===== config.mk =====
export PLATFORM = sky130hd
export DESIGN_NAME = ipfm_mapper
export DESIGN_NICKNAME = d
export VERILOG_FILES = /design/src/ipfm_pkg.sv /design/src/ipfm_debounce.sv /design/src/ipfm_mapper.sv
export SDC_FILE = /design/constraint.sdc
export NUM_CORES = 2
export LEC_CHECK = 0
export CAP_MARGIN = 20
export CORE_UTILIZATION = 31
export DETAILED_ROUTE_END_ITERATION = 8
export DONT_BUFFER_PORTS = 1
export PLACE_DENSITY_LB_ADDON = 0.08
export SYNTH_ARGS = -nofsm -noshare
export SYNTH_HDL_FRONTEND = slang
export SYNTH_SLANG_ARGS = --single-unit

===== constraint.sdc =====
create_clock -name clk_sys -period 12.55 [get_ports clk_sys]
set_input_delay 2.51 -clock clk_sys [delete_from_list [all_inputs] [get_ports clk_sys]]
set_output_delay 2.51 -clock clk_sys [all_outputs]
set_load 0.005 [all_outputs]

===== src/ipfm_pkg.sv =====
// Summary of operation
// RULE1 - Inputs are debounced; filter setting 1..4 gives 0.888 to 3.555 ms.
// RULE2 - Filter selection resets to four, the longest filter time.
// RULE3 - Axis field: 0 disables, 1..6 one axis, F every axis.
// RULE4 - Codes 1D,1E,1F,07,1A,18: stroke ends, dog, alarm reset, torque, speed.
// RULE5 - Unassigned codes, 1C included, have no effect on any axis.
// RULE6 - Master must not write codes 1B or 20..29.
// RULE7 - Codes 11 and 12 give start direction and operation mode, plus others.
// RULE8 - Pins 1..12 have own selection parameters 1021..1032, same encoding.
// RULE9 - Defaults give axes 1..3 four pins: FLS, RLS, dog, none.
// RULE10 - Master accesses parameters through fieldbus, gated by write block.
// RULE11 - Axis field is bits 15:12, function code bits 7:0.
`default_nettype none
package ipfm_pkg;
  localparam int unsigned NPIN        = 12;
  localparam int unsigned NAXIS       = 6;
  localparam int unsigned NFUNC       = 10;
  localparam logic [15:0] PNU_FILTER  = 16'h03fc; // Parameter number 1020
  localparam logic [15:0] PNU_PIN1    = 16'h03fd; // Parameter number 1021
  localparam logic [15:0] FILTER_RST  = 16'h0004;
  localparam logic [15:0] PIN_RST [NPIN] = '{
    16'h101d, 16'h101e, 16'h101f, 16'h101c,
    16'h201d, 16'h201e, 16'h201f, 16'h201c,
    16'h301d, 16'h301e, 16'h301f, 16'h301c};
  localparam int unsigned AXIS_HI     = 15;
  localparam int unsigned AXIS_LO     = 12;
  localparam int unsigned CODE_HI     = 7;
  localparam logic [3:0]  AXIS_ALL    = 4'hf;
  localparam logic [3:0]  AXIS_MAX    = 4'h6;
  // Function codes and their bit in the per-axis function vector
  localparam logic [7:0] FC_ALARM_RST = 8'h07;
  localparam logic [7:0] FC_OP_ALM_RST = 8'h0e;
  localparam logic [7:0] FC_OP_START  = 8'h10;
  localparam logic [7:0] FC_START_DIR = 8'h11;
  localparam logic [7:0] FC_OP_MODE   = 8'h12;
  localparam logic [7:0] FC_SPEED_CHG = 8'h18;
  localparam logic [7:0] FC_TRQ_LIM   = 8'h1a;
  localparam logic [7:0] FC_FWD_END   = 8'h1d;
  localparam logic [7:0] FC_REV_END   = 8'h1e;
  localparam logic [7:0] FC_PROX_DOG  = 8'h1f;
  localparam logic [7:0] FUNC_CODE [NFUNC] = '{
    FC_FWD_END, FC_REV_END, FC_PROX_DOG, FC_ALARM_RST, FC_TRQ_LIM,
    FC_SPEED_CHG, FC_START_DIR, FC_OP_MODE, FC_OP_START, FC_OP_ALM_RST};
  // Filter times in microseconds and cycle counts at 200 MHz
  localparam real CLK_MHZ = 200.0;
  localparam real FILT_US [4] = '{888.0, 1777.0, 2666.0, 3555.0};
  localparam int unsigned FILT_CYC1 = int'(FILT_US[0] * CLK_MHZ);
  localparam int unsigned FILT_CYC2 = int'(FILT_US[1] * CLK_MHZ);
  localparam int unsigned FILT_CYC3 = int'(FILT_US[2] * CLK_MHZ);
  localparam int unsigned FILT_CYC4 = int'(FILT_US[3] * CLK_MHZ);
  localparam int unsigned CNT_W = 20;
endpackage : ipfm_pkg
`default_nettype wire


===== src/ipfm_debounce.sv =====
`default_nettype none
// One pin's chatter filter: output follows input after it holds steady
module ipfm_debounce
  import ipfm_pkg::*;
(
  input  wire logic             clk_sys,
  input  wire logic             resetn,
  input  wire logic             pin_in,
  input  wire logic [CNT_W-1:0] limit,
  output var  logic             pin_out
);
  logic             out_r;
  logic             out_nxt;
  logic [CNT_W-1:0] cnt_r;
  logic [CNT_W-1:0] cnt_nxt;

  // Restart count whenever input matches output; flip only after limit steady cycles
  always_comb
  begin
    out_nxt = out_r;
    cnt_nxt = '0;
    if (pin_in != out_r)
    begin
      if (cnt_r >= limit - CNT_W'(1))
        out_nxt = pin_in; // see RULE1
      else
        cnt_nxt = cnt_r + CNT_W'(1);
    end
  end

  always_ff @(posedge clk_sys or negedge resetn)
  begin
    if (!resetn)
    begin
      out_r <= 1'b0;
      cnt_r <= '0;
    end
    else
    begin
      out_r <= out_nxt;
      cnt_r <= cnt_nxt;
    end
  end

  assign pin_out = out_r;
endmodule : ipfm_debounce
`default_nettype wire


===== src/ipfm_mapper.sv =====
`default_nettype none
// Input connector front end: filter, then route pins to axis functions
module ipfm_mapper
  import ipfm_pkg::*;
#(
  parameter int unsigned P_FILT_CYC1 = FILT_CYC1,
  parameter int unsigned P_FILT_CYC2 = FILT_CYC2,
  parameter int unsigned P_FILT_CYC3 = FILT_CYC3,
  parameter int unsigned P_FILT_CYC4 = FILT_CYC4
)
(
  input  wire logic                     clk_sys,
  input  wire logic                     resetn,
  input  wire logic [ipfm_pkg::NPIN-1:0] input_connector,
  input  wire logic                     param_wr,
  input  wire logic [15:0]              param_num,
  input  wire logic [15:0]              param_wdata,
  input  wire logic                     parameter_write_block,
  output var  logic [15:0]              param_rdata,
  output var  logic                     param_valid,
  output var  logic                     param_wr_ok,
  output var  logic [ipfm_pkg::NPIN-1:0] pin_filtered,
  output var  logic [ipfm_pkg::NAXIS*ipfm_pkg::NFUNC-1:0] axis_func
);
  import ipfm_pkg::*;

  logic [15:0]      input_filter_select_r;
  logic [15:0]      filt_nxt;
  logic [15:0]      sel_r   [NPIN];
  logic [15:0]      sel_nxt [NPIN];
  logic [CNT_W-1:0] limit;
  logic [NPIN-1:0]  filt_pin;
  logic [15:0]      rdata_nxt;
  logic             valid_nxt;
  logic             wr_ok_nxt;
  logic [15:0]      rdata_r;
  logic             valid_r;
  logic             wr_ok_r;
  logic [NAXIS*NFUNC-1:0] func_nxt;
  logic [NAXIS*NFUNC-1:0] func_r;

  // Parameter writes land only on known numbers while the block allows
  always_comb
  begin
    filt_nxt  = input_filter_select_r;
    sel_nxt   = sel_r;
    rdata_nxt = 16'h0000;
    valid_nxt = 1'b0;
    wr_ok_nxt = 1'b0;
    if (param_num == PNU_FILTER)
    begin
      rdata_nxt = input_filter_select_r;
      valid_nxt = 1'b1;
      if (param_wr && !parameter_write_block) // see RULE10
      begin
        filt_nxt  = param_wdata;
        wr_ok_nxt = 1'b1;
      end
    end
    for (int i = 0; i < NPIN; i++)
    begin
      if (param_num == PNU_PIN1 + 16'(i)) // see RULE8
      begin
        rdata_nxt = sel_r[i];
        valid_nxt = 1'b1;
        if (param_wr && !parameter_write_block) // see RULE10
        begin
          sel_nxt[i] = param_wdata;
          wr_ok_nxt  = 1'b1;
        end
      end
    end
  end

  always_ff @(posedge clk_sys or negedge resetn)
  begin
    if (!resetn)
    begin
      input_filter_select_r <= FILTER_RST; // see RULE2
      sel_r   <= PIN_RST; // see RULE9
      rdata_r <= 16'h0000;
      valid_r <= 1'b0;
      wr_ok_r <= 1'b0;
    end
    else
    begin
      input_filter_select_r <= filt_nxt;
      sel_r   <= sel_nxt;
      rdata_r <= rdata_nxt;
      valid_r <= valid_nxt;
      wr_ok_r <= wr_ok_nxt;
    end
  end

  // Out-of-range filter settings fall back to the longest time for safety
  always_comb
  begin
    unique case (input_filter_select_r)
      16'h0001: limit = CNT_W'(P_FILT_CYC1); // see RULE1
      16'h0002: limit = CNT_W'(P_FILT_CYC2); // see RULE1
      16'h0003: limit = CNT_W'(P_FILT_CYC3); // see RULE1
      default:  limit = CNT_W'(P_FILT_CYC4); // see RULE1
    endcase
  end

  // One filter per connector pin
  generate
    for (genvar g = 0; g < NPIN; g++)
    begin : g_pin
      ipfm_debounce u_deb (
        .clk_sys (clk_sys),
        .resetn  (resetn),
        .pin_in  (input_connector[g]),
        .limit   (limit),
        .pin_out (filt_pin[g])
      );
    end
  endgenerate

  // OR every pin routed to an axis function; unlisted codes drop out
  always_comb
  begin
    logic [3:0] ax;
    logic [7:0] fc;
    ax = 4'h0;
    fc = 8'h00;
    func_nxt = '0;
    for (int p = 0; p < NPIN; p++)
    begin
      ax = sel_r[p][AXIS_HI:AXIS_LO]; // see RULE11
      fc = sel_r[p][CODE_HI:0]; // see RULE11
      for (int a = 0; a < NAXIS; a++)
      begin
        for (int f = 0; f < NFUNC; f++)
        begin
          // Codes 1B and 20..29 and 1C match no entry here
          if (fc == FUNC_CODE[f] && filt_pin[p] && // see RULE4 see RULE5 see RULE7
              (ax == AXIS_ALL || // see RULE3
               (ax != 4'h0 && ax <= AXIS_MAX && ax == 4'(a + 1))))
            func_nxt[a*NFUNC+f] = 1'b1;
        end
      end
    end
  end

  always_ff @(posedge clk_sys or negedge resetn)
  begin
    if (!resetn)
      func_r <= '0;
    else
      func_r <= func_nxt;
  end

  assign param_rdata  = rdata_r;
  assign param_valid  = valid_r;
  assign param_wr_ok  = wr_ok_r;
  assign pin_filtered = filt_pin;
  assign axis_func    = func_r;
endmodule : ipfm_mapper
`default_nettype wire


==> summary.md <==
| Metric | Value |
|---|---|
| Switching Share | `22.3%` |
| Int Power | `3.06 mW` |
| Final min period | `5750 ps` |
| Post-DRT Antenna Nets | `0` |
| Final Cycle Share | `45.8%` |
| I/O pin count | `138` |
| Final net count | `3915` |
| # hold bufs at CTS | `0` |
| RePlAce Congestion | `0.999` |
| Row cnt | `122` |
| Area delta synth->final | `11.6%` |
| CP max FO | `20` |
| First-pass GRT wire length | `213 mm` |
| Drt first pass iters | `6` |
| DP Worst Slack | `6630 ps` |
| Max-cap viol count | `0` |
| P_sw | `878 µW` |
| Post-CTS Resized | `0` |
| Syn_area_per_cell | `9.43 µm²` |
| Via count | `30.4k` |
| Filler instances | `11.5k` |
| Starting Density | `31.4%` |
| Logic pwr share | `1.5%` |
| CTS tree | `done` |
| Dpl hpwl | `105 mm` |
| Setup TNS | `0 ps` |
| Vias in the first global route | `29.6k` |
| Hold Startpoint | `g_pin[4].u_deb.cnt_r[0]$_DFF_PN0_` |
| Reg2Reg Depth | `13` |
| Final setup vio count | `0` |
| Hold path endpoint | `g_pin[4].u_deb.cnt_r[0]$_DFF_PN0_` |
| Chip Height | `338 µm` |
| Post-Synthesis Cells | `3712` |
| Core region area | `111000 µm²` |
| Hold path depth | `1` |
| Reg2reg end | `g_pin[2].u_deb.cnt_r[9]$_DFF_PN0_` |
| Post-Syn Area | `35000 µm²` |
| Post-Syn Nets | `3977` |
| Wire per inst | `28.2 µm` |
| Num CTS Buffers | `71` |
| Fin util | `35.1%` |
| Outcome | `complete, but fails checks` |
| Remaining DRCs | `0` |
| Initial drt markers | `3070` |
| IO Port Bufs | `0` |
| Maximum clock frequency | `174 MHz` |
| Worst-Margin Slew | `2380 ps` |
| Setup Buffers After CTS | `0` |
| Die area | `114000 µm²` |
| Worst vdd ir | `0.0000825 V` |
| Crit path arrival time | `6290 ps` |
| Die span in x | `338 µm` |
| Pwr per Cell Area | `101 nW/µm²` |
| H-tree level count | `3` |
| Design area | `39000 µm²` |
| WP data required | `13090 ps` |
| R2R Setup Slk | `6800 ps` |
| Number of synthesis warnings | `0` |
| Ys async rst share | `100%` |
| Element type at the critical path end | `flip-flop` |
| #FFs+latches synth | `538` |
| Distinct cells, synth | `77` |
| Via density | `5.86` |
| Clock Tree Root | `clkbuf_16` |
| Leakage power | `16.1 nW` |
| Total gr overflow | `0` |
| Worst Clk Skew | `27.7 ps` |
| Max-slew headroom at the worst pin | `-58.5%` |
| Total power | `3.93 mW` |
| Setup ws final | `6800 ps` |
| Failing checks | `max-slew violations` |
| Pin count of the biggest net entering global routing | `539` |
| Drt total wl | `147 mm` |
| Reg power frac | `44.9%` |
| Max-slew violations | `422` |
| Bufs on Longest Clock Path | `3` |
| Critical setup path kind | `reg2reg` |
| GRT Util Overall | `25.6%` |
| Clock latency on the worst-skew pair | `650 ps` |
| Antenna violations before repair | `6` |
| Power share of the clock group | `53.6%` |
| RR Startpoint | `input_filter_select_r[13]$_DFFE_PN0P_` |
| Post-DP Area | `36600 µm²` |
| Share of cells above drive strength 1 | `14.3%` |
| Clock-pin slew on the worst setup and hold paths | `60 ps` |
| Register area share after synthesis | `38.7%` |
| Top FF cell, synth | `dfrtp_1` |
| Clk sinks | `538` |
| Final hold violations | `0` |
| EDFF count, synth | `0` |
| Unrepaired setup endpoints after global routing | `false` |
| CP startpoint kind | `flip-flop` |
| HP Class | `reg2reg` |
## final cells by class
class | instances | area (µm²) | area share, %
multi-input combinational | 2912 | 20500 | 52.5
sequential | 538 | 13500 | 34.7
clock buffer | 106 | 2100 | 5.38
tap | 1488 | 1860 | 4.77
timing repair buffer | 62 | 487 | 1.25
clock inverter | 21 | 293 | 0.750
inverter | 65 | 244 | 0.625
antenna | 2 | 5.00 | 0.0128
## cells in the final DEF, fill, tap and decap left out, drive strengths merged, types with 122 or more instances in the layout
cell / count
nand3: 229
nor3: 122
xnor2: 159
nand4: 131
nor2: 485
ha: 217
dfrtp: 473
o22ai: 180
nand2: 187
mux2: 232
## power by group through the flow
stage	Sequential (mW)	Combinational, mW	Clock [mW]
final	1.77	0.0592	2.11
after global routing	1.77	0.0687	2.26
after CTS	1.76	0.0608	2.19
after detailed placement	1.79	0.0605	0
after global placement	1.79	0.0605	0
after floorplan	1.79	0.0620	0
## per-layer routing
metal / vias to the layer above / global-route usage (%) / wire [µm]
li1: 13800 / - / -
met1: 15000 / 32.5 / 61400
met2: 1242 / 40.4 / 66100
met3: 402 / 5.62 / 10600
met4: 6 / 13.6 / 8470
met5: - / 0 / 47
## kinds of logic (layout without fill, tap and decap cells)
logic type	after synthesis	count (layout)	synth area share, %
AND/OR/NAND/NOR	1519	1519	22.2
AO/OA/AOI/OAI	646	646	12.5
flip-flops	538	538	38.7
multiplexers	266	266	9.19
XOR/XNOR	264	264	6.61
buffers and inverters	262	254	3.05
adder cells (fa/ha/maj)	217	217	7.76
other	0	2	0
## worst max-delay path: stages, from the launching register on
cell      delay [ps]
dfrtp_1          410
nor4_1           680
and4_1           360
and2_1           240
nand2_1           80
ha_1             360
a21o_1           580
inv_1            890
ha_1             380
nand3_1           90
a21oi_1           60
o311ai_0         490
nand3_1          730
nor2_1           270
## sequential cells by signal, summed over array words and instances (netlist names)
name	flops
axis_func	60
g_pin.u_deb.cnt_r	240
g_pin.u_deb.pin_out	12
input_filter_select_r	16
param_rdata	16
param_valid	1
param_wr_ok	1
sel_r	192
## cell usage after synthesis (12+ instances only)
cell type	number	area (µm²)
o2111ai_1	13	114
clkbuf_1	164	616
ha_1	217	2720
or4_1	16	120
nand4_1	131	820
o22ai_1	180	1130
and3_1	96	601
mux2_2	221	2490
nor3_1	117	586
xnor2_1	159	1390
o32ai_1	16	140
dfstp_2	65	1710
nor4_1	37	231
a211oi_1	39	293
a221oi_1	28	245
nand2b_1	12	75.1
xor2_1	105	920
a22oi_1	16	120
or3_1	12	75.1
inv_1	65	244
and4_1	34	298
nand4b_1	16	140
and3b_1	12	105
buf_4	12	90.1
o21a_1	31	233
a2bb2oi_1	15	131
mux2i_1	16	160
mux4_2	18	405
nor3b_1	17	128
buf_2	12	60.1
a21oi_1	117	586
nand3_1	229	1150
dfrtp_1	473	11800
nor2_1	485	1820
nor2b_1	34	213
a222oi_1	28	280
o21ai_1	31	155
and2_1	23	144
o21ai_0	50	250
nand2_1	187	702
nor4b_1	16	140
o221ai_1	24	210
## worst max path at each step
stage                     cells after the start  slack [ps]                                  start                            endpoint
after floorplan                              14        7340  input_filter_select_r[10]$_DFFE_PN0P_  g_pin[4].u_deb.cnt_r[11]$_DFF_PN0_
after global placement                       13        6850  input_filter_select_r[10]$_DFFE_PN0P_  g_pin[9].u_deb.cnt_r[16]$_DFF_PN0_
after detailed placement                     13        6630  input_filter_select_r[10]$_DFFE_PN0P_   g_pin[2].u_deb.cnt_r[6]$_DFF_PN0_
after CTS                                    13        6620  input_filter_select_r[10]$_DFFE_PN0P_   g_pin[2].u_deb.cnt_r[9]$_DFF_PN0_
after global routing                         13        6290  input_filter_select_r[13]$_DFFE_PN0P_   g_pin[9].u_deb.cnt_r[5]$_DFF_PN0_
final                                        13        6800  input_filter_select_r[13]$_DFFE_PN0P_   g_pin[2].u_deb.cnt_r[9]$_DFF_PN0_
## stage by stage
stage               hold slack [ps]  cells
CTS                             455   5189
finish                          453   5194
floorplan                       424   3712
global route                    475   5192
global placement                446   5060
detailed placement              447   5062
(Power assumes the default switching activity.)
